--- src/core/t16ba_pkg.sv ---
// Shared constants for the 16-bit timer byte-access path and its controller
package t16ba_pkg;
  // Byte locations on the narrow device bus
  localparam logic [3:0] T16BA_CNT_L = 4'h0;
  localparam logic [3:0] T16BA_CNT_H = 4'h1;
  localparam logic [3:0] T16BA_CMPA_L = 4'h2;
  localparam logic [3:0] T16BA_CMPA_H = 4'h3;
  localparam logic [3:0] T16BA_CMPB_L = 4'h4;
  localparam logic [3:0] T16BA_CMPB_H = 4'h5;
  localparam logic [3:0] T16BA_CAP_L = 4'h6;
  localparam logic [3:0] T16BA_CAP_H = 4'h7;
  localparam logic [3:0] T16BA_CTRL_A = 4'h8;
  localparam logic [3:0] T16BA_CTRL_B = 4'h9;
  localparam logic [3:0] T16BA_FLAGS = 4'ha;
  localparam logic [3:0] T16BA_MASK = 4'hb;
  // Field positions inside the control bytes and the flag and mask bytes
  localparam int T16BA_MODE_LO_POS = 0;
  localparam int T16BA_CS_POS = 0;
  localparam int T16BA_MODE_HI_POS = 3;
  localparam int T16BA_OVF_POS = 0;
  // Fixed count limits
  localparam logic [15:0] T16BA_ZERO = 16'h0000;
  localparam logic [15:0] T16BA_FULL = 16'hffff;
  localparam logic [15:0] T16BA_TOP8 = 16'h00ff;
  localparam logic [15:0] T16BA_TOP9 = 16'h01ff;
  localparam logic [15:0] T16BA_TOP10 = 16'h03ff;
  // Values after reset
  localparam logic [7:0] T16BA_BYTE_RST = 8'h00;
  localparam logic [15:0] T16BA_WORD_RST = 16'h0000;
  // Clock source codes
  localparam logic [2:0] T16BA_CS_STOP = 3'h0;
  localparam logic [2:0] T16BA_CS_DIV1 = 3'h1;
  localparam logic [2:0] T16BA_CS_DIV8 = 3'h2;
  localparam logic [2:0] T16BA_CS_DIV64 = 3'h3;
  localparam logic [2:0] T16BA_CS_DIV256 = 3'h4;
  localparam logic [2:0] T16BA_CS_DIV1024 = 3'h5;
  localparam logic [2:0] T16BA_CS_EXT_FALL = 3'h6;
  // Avalon register byte offsets of the controller
  localparam logic [4:0] T16BA_AV_TARGET = 5'h00;
  localparam logic [4:0] T16BA_AV_WDATA = 5'h04;
  localparam logic [4:0] T16BA_AV_RDCMD = 5'h08;
  localparam logic [4:0] T16BA_AV_RDATA = 5'h0c;
  localparam logic [4:0] T16BA_AV_STATUS = 5'h10;
  localparam logic [4:0] T16BA_AV_IRQ_ST = 5'h14;
  localparam logic [4:0] T16BA_AV_IRQ_MASK = 5'h18;
  localparam logic [4:0] T16BA_AV_BYTE = 5'h1c;
  // Bits of the Avalon command words and of the interrupt status and mask registers
  localparam int T16BA_REUSE_POS = 16;
  localparam int T16BA_BYTE_RD_POS = 16;
  localparam int T16BA_IRQ_DONE = 0;
  localparam int T16BA_IRQ_DEV = 1;
endpackage

--- src/core/t16ba_if.sv ---
// Narrow byte bus between the timer and its controlling party
`timescale 1ns/1ps
`default_nettype none
interface t16ba_if;
  logic [3:0] addr;
  logic [7:0] wdata;
  logic wr;
  logic rd;
  logic [7:0] rdata;
  logic irq;
  modport dev (input addr, wdata, wr, rd, output rdata, irq);
  modport cpu (output addr, wdata, wr, rd, input rdata, irq);
endinterface
`default_nettype wire

--- src/core/t16ba_dev.sv ---
// Timer end: byte access path, shared high-byte holder and counter core
// Behaviour
// RULE1: 16-bit values move as two byte accesses
// RULE2: one shared 8-bit high-byte holding register
// RULE3: low-byte write loads whole word at once
// RULE4: low-byte read copies high byte to holder
// RULE5: compare high reads bypass the holder
// RULE6: host writes high first, reads low first
// RULE7: host keeps two-byte accesses uninterrupted
// RULE8: held high byte reused until overwritten
// RULE9: clock select picks source, zero stops
// RULE10: counter high location reaches the holder
// RULE11: counter clears, increments or decrements per tick
// RULE12: counter accessible with or without ticks
// RULE13: host counter write beats counting
// RULE14: four-bit mode field sets count sequence
// RULE15: overflow flag set per mode, interrupts
// RULE16: top and zero marks signalled
// RULE17: zero is 0x0000, full is 0xffff
// RULE18: top is fixed, compare A or capture
// RULE19: unpaired high read returns holder value
`timescale 1ns/1ps
`default_nettype none
module t16ba_dev
  import t16ba_pkg::*;
(
  input wire logic i_mclk,
  input wire logic i_reset_n,
  t16ba_if.dev bus,
  input wire logic i_external_count_pin,
  output logic [15:0] o_timer_count_value,
  output logic o_top_mark,
  output logic o_count_zero_mark,
  output logic o_overflow_flag
);

  ////////////////////////////////////////////////////////////////////////////
  // Mode decoding, used by the count logic and the mark outputs
  function automatic logic [15:0] top_of(input logic [3:0] m, input logic [15:0] ca,
                                         input logic [15:0] cap);
    case (m)
      4'h1, 4'h5: top_of = T16BA_TOP8;
      4'h2, 4'h6: top_of = T16BA_TOP9;
      4'h3, 4'h7: top_of = T16BA_TOP10;
      4'h4, 4'h9, 4'hb, 4'hf: top_of = ca;
      4'h8, 4'ha, 4'hc, 4'he: top_of = cap;
      default: top_of = T16BA_FULL;
    endcase
  endfunction

  function automatic logic is_dual(input logic [3:0] m);
    case (m)
      4'h1, 4'h2, 4'h3, 4'h8, 4'h9, 4'ha, 4'hb: is_dual = 1'b1;
      default: is_dual = 1'b0;
    endcase
  endfunction

  function automatic logic ovf_at_top(input logic [3:0] m);
    case (m)
      4'h5, 4'h6, 4'h7, 4'he, 4'hf: ovf_at_top = 1'b1;
      default: ovf_at_top = 1'b0;
    endcase
  endfunction

  ////////////////////////////////////////////////////////////////////////////
  // State
  logic [7:0] hold_q;
  logic [15:0] cnt_q, cnt_d;
  logic [15:0] cmpa_q, cmpb_q, cap_q;
  logic [7:0] ctrl_a_q, ctrl_b_q;
  logic ovf_q, ovf_d, mask_q;
  logic up_q, up_d;
  logic [9:0] pre_q;
  logic ext_s1_q, ext_s2_q, ext_s3_q;
  logic [7:0] rdata_q;
  logic irq_q, top_q, zero_q;

  ////////////////////////////////////////////////////////////////////////////
  // Address decode of byte strobes
  wire wr_cnt_l = bus.wr && (bus.addr == T16BA_CNT_L);
  wire wr_cmpa_l = bus.wr && (bus.addr == T16BA_CMPA_L);
  wire wr_cmpb_l = bus.wr && (bus.addr == T16BA_CMPB_L);
  wire wr_cap_l = bus.wr && (bus.addr == T16BA_CAP_L);
  // Every high location on write goes to the one holder
  wire wr_any_h = bus.wr && (bus.addr == T16BA_CNT_H || bus.addr == T16BA_CMPA_H ||
                  bus.addr == T16BA_CMPB_H || bus.addr == T16BA_CAP_H); // [RULE2] [RULE10]
  wire rd_cnt_l = bus.rd && (bus.addr == T16BA_CNT_L);
  wire rd_cap_l = bus.rd && (bus.addr == T16BA_CAP_L);
  wire wr_flags = bus.wr && (bus.addr == T16BA_FLAGS);

  // Control fields
  wire [2:0] cs_w = ctrl_b_q[T16BA_CS_POS +: 3];
  wire [3:0] mode_w = {ctrl_b_q[T16BA_MODE_HI_POS +: 2], ctrl_a_q[T16BA_MODE_LO_POS +: 2]}; // [RULE14]
  wire [15:0] top_w = top_of(mode_w, cmpa_q, cap_q); // [RULE18]

  ////////////////////////////////////////////////////////////////////////////
  // Timer tick selection; the pin is only seen after two flops
  wire ext_rise = ext_s2_q && !ext_s3_q;
  wire ext_fall = !ext_s2_q && ext_s3_q;
  logic tick_w;
  always_comb begin
    case (cs_w) // [RULE9]
      T16BA_CS_STOP: tick_w = 1'b0;
      T16BA_CS_DIV1: tick_w = 1'b1;
      T16BA_CS_DIV8: tick_w = &pre_q[2:0];
      T16BA_CS_DIV64: tick_w = &pre_q[5:0];
      T16BA_CS_DIV256: tick_w = &pre_q[7:0];
      T16BA_CS_DIV1024: tick_w = &pre_q;
      T16BA_CS_EXT_FALL: tick_w = ext_fall;
      default: tick_w = ext_rise;
    endcase
  end

  ////////////////////////////////////////////////////////////////////////////
  // Next count: slope, direction and overflow event
  wire at_top = (cnt_q == top_w);
  wire at_zero = (cnt_q == T16BA_ZERO); // [RULE17]
  logic tov_w;
  always_comb begin
    cnt_d = cnt_q;
    up_d = up_q;
    tov_w = 1'b0;
    if (tick_w) begin // [RULE11]
      if (is_dual(mode_w)) begin
        if (up_q && at_top) begin
          cnt_d = cnt_q - 16'h0001;
          up_d = 1'b0;
        end else if (!up_q && at_zero) begin
          cnt_d = cnt_q + 16'h0001;
          up_d = 1'b1;
          tov_w = 1'b1; // [RULE15]
        end else if (up_q) begin
          cnt_d = cnt_q + 16'h0001;
        end else begin
          cnt_d = cnt_q - 16'h0001;
        end
      end else begin
        cnt_d = at_top ? T16BA_ZERO : cnt_q + 16'h0001;
        up_d = 1'b1;
        tov_w = ovf_at_top(mode_w) ? at_top : (cnt_q == T16BA_FULL); // [RULE15]
      end
    end
    // Host write wins over clear and count; a same-cycle tick still updates direction and the overflow event
    if (wr_cnt_l) begin // [RULE13] [RULE12]
      cnt_d = {hold_q, bus.wdata}; // [RULE3] [RULE1]
    end
  end

  // Overflow flag: a new event wins over a write-one clear
  always_comb begin
    ovf_d = ovf_q;
    if (wr_flags && bus.wdata[T16BA_OVF_POS]) begin
      ovf_d = 1'b0;
    end
    if (tov_w) begin
      ovf_d = 1'b1; // [RULE15]
    end
  end

  ////////////////////////////////////////////////////////////////////////////
  // Read data selection
  logic [7:0] rsel_w;
  always_comb begin
    case (bus.addr)
      T16BA_CNT_L: rsel_w = cnt_q[7:0];
      T16BA_CNT_H: rsel_w = hold_q; // [RULE10] [RULE19]
      T16BA_CMPA_L: rsel_w = cmpa_q[7:0];
      T16BA_CMPA_H: rsel_w = cmpa_q[15:8]; // [RULE5]
      T16BA_CMPB_L: rsel_w = cmpb_q[7:0];
      T16BA_CMPB_H: rsel_w = cmpb_q[15:8]; // [RULE5]
      T16BA_CAP_L: rsel_w = cap_q[7:0];
      T16BA_CAP_H: rsel_w = hold_q;
      T16BA_CTRL_A: rsel_w = ctrl_a_q;
      T16BA_CTRL_B: rsel_w = ctrl_b_q;
      T16BA_FLAGS: rsel_w = {7'h00, ovf_q};
      T16BA_MASK: rsel_w = {7'h00, mask_q};
      default: rsel_w = 8'h00;
    endcase
  end

  ////////////////////////////////////////////////////////////////////////////
  // Holder: loaded by high writes and by low reads of counter or capture;
  // it keeps its value otherwise so a high byte may be reused
  always_ff @(posedge i_mclk or negedge i_reset_n) begin
    if (!i_reset_n) begin
      hold_q <= T16BA_BYTE_RST;
    end else if (wr_any_h) begin
      hold_q <= bus.wdata; // [RULE8]
    end else if (rd_cnt_l) begin
      hold_q <= cnt_q[15:8]; // [RULE4]
    end else if (rd_cap_l) begin
      hold_q <= cap_q[15:8]; // [RULE4]
    end
  end

  // Sixteen-bit value registers, loaded whole on a low write
  always_ff @(posedge i_mclk or negedge i_reset_n) begin
    if (!i_reset_n) begin
      cmpa_q <= T16BA_WORD_RST;
      cmpb_q <= T16BA_WORD_RST;
      cap_q <= T16BA_WORD_RST;
    end else begin
      if (wr_cmpa_l) cmpa_q <= {hold_q, bus.wdata}; // [RULE3]
      if (wr_cmpb_l) cmpb_q <= {hold_q, bus.wdata}; // [RULE3]
      if (wr_cap_l) cap_q <= {hold_q, bus.wdata}; // [RULE3]
    end
  end

  // Control bytes and interrupt mask
  always_ff @(posedge i_mclk or negedge i_reset_n) begin
    if (!i_reset_n) begin
      ctrl_a_q <= T16BA_BYTE_RST;
      ctrl_b_q <= T16BA_BYTE_RST;
      mask_q <= 1'b0;
    end else if (bus.wr) begin
      if (bus.addr == T16BA_CTRL_A) ctrl_a_q <= bus.wdata;
      if (bus.addr == T16BA_CTRL_B) ctrl_b_q <= bus.wdata;
      if (bus.addr == T16BA_MASK) mask_q <= bus.wdata[T16BA_OVF_POS];
    end
  end

  // Counter core, prescaler and pin synchroniser
  always_ff @(posedge i_mclk or negedge i_reset_n) begin
    if (!i_reset_n) begin
      cnt_q <= T16BA_WORD_RST;
      up_q <= 1'b1;
      ovf_q <= 1'b0;
      pre_q <= 10'h000;
      ext_s1_q <= 1'b0;
      ext_s2_q <= 1'b0;
      ext_s3_q <= 1'b0;
    end else begin
      cnt_q <= cnt_d;
      up_q <= up_d;
      ovf_q <= ovf_d;
      pre_q <= pre_q + 10'h001;
      ext_s1_q <= i_external_count_pin;
      ext_s2_q <= ext_s1_q;
      ext_s3_q <= ext_s2_q;
    end
  end

  // Registered answers and marks; marks follow the value being loaded
  always_ff @(posedge i_mclk or negedge i_reset_n) begin
    if (!i_reset_n) begin
      rdata_q <= T16BA_BYTE_RST;
      irq_q <= 1'b0;
      top_q <= 1'b0;
      zero_q <= 1'b1;
    end else begin
      if (bus.rd) rdata_q <= rsel_w;
      irq_q <= ovf_d && mask_q; // [RULE15]
      top_q <= (cnt_d == top_w); // [RULE16]
      zero_q <= (cnt_d == T16BA_ZERO); // [RULE16] [RULE17]
    end
  end

  assign bus.rdata = rdata_q;
  assign bus.irq = irq_q;
  assign o_timer_count_value = cnt_q;
  assign o_top_mark = top_q;
  assign o_count_zero_mark = zero_q;
  assign o_overflow_flag = ovf_q;

endmodule // t16ba_dev
`default_nettype wire

--- src/flat_wrapper.sv ---
// flat-port wrapper written by rule: the top's interface ports become plain ports
module t16ba_dev_flat import t16ba_pkg::*;
  (i_mclk, i_reset_n, i_external_count_pin, o_timer_count_value, o_top_mark, o_count_zero_mark, o_overflow_flag, bus_addr, bus_wdata, bus_wr, bus_rd, bus_rdata, bus_irq);
  t16ba_if bus_i ();
  input wire logic i_mclk;
  input wire logic i_reset_n;
  input wire logic i_external_count_pin;
  output logic [15:0] o_timer_count_value;
  output logic o_top_mark;
  output logic o_count_zero_mark;
  output logic o_overflow_flag;
  input wire logic [$bits(bus_i.addr)-1:0] bus_addr;
  input wire logic [$bits(bus_i.wdata)-1:0] bus_wdata;
  input wire logic [$bits(bus_i.wr)-1:0] bus_wr;
  input wire logic [$bits(bus_i.rd)-1:0] bus_rd;
  output wire logic [$bits(bus_i.rdata)-1:0] bus_rdata;
  output wire logic [$bits(bus_i.irq)-1:0] bus_irq;
  assign bus_i.addr = bus_addr;
  assign bus_i.wdata = bus_wdata;
  assign bus_i.wr = bus_wr;
  assign bus_i.rd = bus_rd;
  assign bus_rdata = bus_i.rdata;
  assign bus_irq = bus_i.irq;
  t16ba_dev u_core (.i_mclk(i_mclk), .i_reset_n(i_reset_n), .bus(bus_i), .i_external_count_pin(i_external_count_pin), .o_timer_count_value(o_timer_count_value), .o_top_mark(o_top_mark), .o_count_zero_mark(o_count_zero_mark), .o_overflow_flag(o_overflow_flag));
endmodule
--- config.mk ---
export PLATFORM = sky130hd
export DESIGN_NAME = t16ba_dev_flat
export DESIGN_NICKNAME = d
export VERILOG_FILES = /design/src/core/t16ba_pkg.sv /design/src/core/t16ba_if.sv /design/src/core/t16ba_dev.sv /design/src/flat_wrapper.sv
export SDC_FILE = /design/constraint.sdc
export NUM_CORES = 1
export LEC_CHECK = 0
export ABC_AREA = 1
export ABC_CLOCK_PERIOD_IN_PS = 5600
export BUFFER_PORTS_ARGS = -buffer_cell sky130_fd_sc_hd__buf_2
export CAP_MARGIN = 20
export CORE_AREA = 2 2 132 122
export DETAILED_ROUTE_END_ITERATION = 10
export DIE_AREA = 0 0 134 124
export HOLD_SLACK_MARGIN = 0.03
export PLACE_DENSITY = 0.67
export SLEW_MARGIN = 20
export SYNTH_ARGS = -nofsm -noshare
export SYNTH_HDL_FRONTEND = slang
export SYNTH_SLANG_ARGS = --single-unit
--- constraint.sdc ---
create_clock -name i_mclk -period 5.6 [get_ports i_mclk]
set_input_delay 0.56 -clock i_mclk [delete_from_list [all_inputs] [get_ports i_mclk]]
set_output_delay 0.56 -clock i_mclk [all_outputs]
set_load 0.01 [all_outputs]
==> out/qor.csv <==
metric;value;unit
status;complete, no violations;
post-placement cell count;1268;
Int Power;2.21;mW
Worst Skew;0.0137;ns
multi-input logic area;0.00399;mm2
setup bufs post-CTS;0;
drt drc;0;
area of the die;0.0166;mm2
TritonCTS clock tree;done;
GPL Wtd Cong;0.956;
post-synthesis mux area share;0.268;%
# nets final;1106;
Worst IR Drop VDD;285;uV
Post-Syn Nets;1082;
Initial Utilization;49.5;%
Unique masters post-synth;43;
xor and xnor area share after synthesis;3.86;%
H-tree levels;4;
CP startpoint;u_core.o_timer_count_value[0]$_DFF_PN0_;
Slew Viols, Final;0;
Sink Count;115;
post-DP HPWL;17.8;mm
Logic pwr share;42.1;%
routed metal-1 wire length;10.9;mm
routed wl met2;10.6;mm
CP Capture Type;flop;
Syn Inst Count;1061;
Vias/cell;5.70;
Layout fillers;1427;
DR pass1 iterations;6;
WL final;24.2;mm
post-synthesis sequential area ratio;38.5;%
die height;124;um
1st-iter DRT viols;1045;
largest family of logic cells by synthesized area;simple AND/OR/NAND/NOR gates;
first-pass GRT wire length;38.8;mm
Post-synth ARST share;100;%
Compound-Gate Fraction of Synth Area;13.5;%
vias in the first global route;6979;
Die Wd;134;um
R2R cell count;18;
largest net degree at the start of global routing;80;
Post-synth EDFFs;0;
Yosys reg bits;115;
setup TNS;0;ns
port buffer count;44;
mapped cell area;0.00748;mm2
cell with the most instances after synthesis;nand2_1;
met3 WL;2.26;mm
Core Rows;43;
final number of setup-violating endpoints;0;
Power Dens Cells;493;mW/mm2
Routed wire per std cell;18.6;um
WP data arrival;4.33;ns
yosys synthesis warning count;0;
relative max-transition margin;36.5;%
Tmin final;3.98;ns
Finished Layout Cells;1300;
Seq. cell area;0.00288;mm2
fraction of layout cells with a size suffix above 1;10.8;%
CP Class;reg -> reg;
initial antenna violation count;0;
highest metal layer with signal wires;met4;
via count;7408;
final hold vios;0;
CTS max path bufs;2;
post_cts resized;0;
top_reg_cell synth;dfrtp_1;
worst r2r dst;u_core.o_count_zero_mark$_DFF_PN1_;
ANT cells;0;
Leak;4.07;nW
post-synth top area share;37.8;%
Sw Share;46.0;%
Clock power frac;25.2;%
Root Buffer;clkbuf_16;
Seq pwr share;32.7;%
Avg Cell Area, Syn;7.05;um2
worst reg2reg startpoint;u_core.o_timer_count_value[0]$_DFF_PN0_;
Final period util;71.1;%
Area contributors post-synth;dfrtp_1 38%, nand2_1 18%, o21ai_0 6.4%;
fmax;251;MHz
Worst-Skew Late Latency;0.42;ns
Synth top cells by count;353 x nand2_1, 113 x dfrtp_1, 96 x o21ai_0, 90 x inv_1, 86 x nor2_1;
maximum fanout along the worst path;18;
ANT nets after route;0;
Critical Path RT;5.95;ns
IO Pins;45;
P&R area growth vs syn;11.2;%
Core Footprint;0.0151;mm2
clock-pin slew on the worst setup and hold paths;0.05;ns
worst hold path type;in -> async;
Synth area leader;dfrtp_1;
total CTS buffers;17;
GRT Util Overall;30.7;%
Post-Synth Adder-Cell Area;0.669;%
hold_buf cts;0;
MaxCap Viol Count;0;
Psw;1.88;mW
Setup crit start kind;flop;
global route overflow;0;
Worst-Margin Slew;0.950;ns
Worst R2R Setup Slack;1.62;ns
Synth Area in Simple Gates;35.0;%
RSZ-0062 raised after global routing;no;
==> worst max-delay path by stage <==
stage,slack [ns],to,cells after the start
floorplan,3.01,u_core.o_top_mark$_DFF_PN0_,18
global placement,1.74,u_core.o_count_zero_mark$_DFF_PN1_,18
detailed placement,1.79,u_core.o_count_zero_mark$_DFF_PN1_,18
CTS,1.75,u_core.o_count_zero_mark$_DFF_PN1_,18
global route,1.32,u_core.o_count_zero_mark$_DFF_PN1_,18
finish,1.62,u_core.o_count_zero_mark$_DFF_PN1_,18
==> per-stage QoR <==
step                      setup slack (ns)  power [mW]  hold WS (ns)  utilization [%]  cell area, um2
final                                 1.62        4.10         0.185             55.0            8310
after global routing                  1.32        4.38         0.245             55.0            8310
after CTS                             1.75        4.05         0.239             55.0            8310
after detailed placement              1.79        3.01         0.336             51.2            7750
after global placement                1.74        3.03         0.336             51.2            7750
after floorplan                       3.01        2.49         0.264                -            7480
==> flip-flops by register name, summed over array words and instances, names as in the netlist <==
register                    flops
u_core.bus.irq                  1
u_core.bus.rdata                8
u_core.cap_q                   16
u_core.cmpa_q                  16
u_core.cmpb_q                  16
u_core.ctrl_a_q                 8
u_core.ctrl_b_q                 8
u_core.ext_s1_q                 1
u_core.ext_s2_q                 1
u_core.ext_s3_q                 1
u_core.hold_q                   8
u_core.mask_q                   1
u_core.o_count_zero_mark        1
u_core.o_overflow_flag          1
u_core.o_timer_count_value     16
u_core.o_top_mark               1
u_core.pre_q                   10
u_core.up_q                     1
==> metal layers <==
layer	GRT usage [%]	vias up
met2	45.8	342
met3	5.82	42
met5	0	-
met4	9.77	0
met1	45.2	3470
li1	-	3554
==> critical path: stages (launching register included) <==
cell and delay [ns]:
dfrtp_1 0.46, inv_1 0.25, ha_1 0.24, nand3_1 0.17, nor3_2 0.35, nand4_1 0.17, nand2_1 0.55, inv_1 0.24
o21ai_0 0.21, nand2_1 0.07, nand2_1 0.06, nand2_1 0.05, nand2_1 0.07, nand2_1 0.08, nand2_1 0.18, nand2_1 0.11
nor2_1 0.16, nand4_1 0.28, nor2_1 0.19
==> power by group through the flow <==
| stage | registers, mW | clock network, mW | logic, mW |
|---|---|---|---|
| floorplan | 1.21 | 0 | 1.29 |
| global placement | 1.34 | 0 | 1.69 |
| detailed placement | 1.34 | 0 | 1.68 |
| CTS | 1.33 | 1.04 | 1.69 |
| global route | 1.36 | 1.08 | 1.93 |
| finish | 1.34 | 1.03 | 1.73 |
==> layout make-up <==
cell class	count	share of cell area (%)
inverter	102	4.60
tap	202	3.04
clock buffer	21	5.54
sequential	115	34.6
timing repair buffer	46	2.90
multi-input combinational	803	48.0
clock inverter	11	1.25
==> placed cells by master, fill, tap and decap left out, drive strengths merged, types with 4 or more instances in the layout <==
cell type / instances
nand2: 368
dfrtp: 113
o21ai: 99
inv: 98
nor2: 91
nand3: 50
buf: 46
nand4: 43
a21oi: 36
xor2: 27
clkbuf: 21
nor3: 20
a221oi: 15
clkinv: 9
nand3b: 8
o22ai: 7
xnor2: 6
nor4: 5
o211ai: 5
a22oi: 5
clkinvlp: 5
a31oi: 4
ha: 4
==> cell families after synthesis <==
family / count (synthesis)
multiplexers: 2
AO/OA/AOI/OAI: 178
adder cells (fa/ha/maj): 4
buffers and inverters: 143
XOR/XNOR: 33
AND/OR/NAND/NOR: 586
flip-flops: 115
No activity file was read; power rests on OpenSTA's default activity.
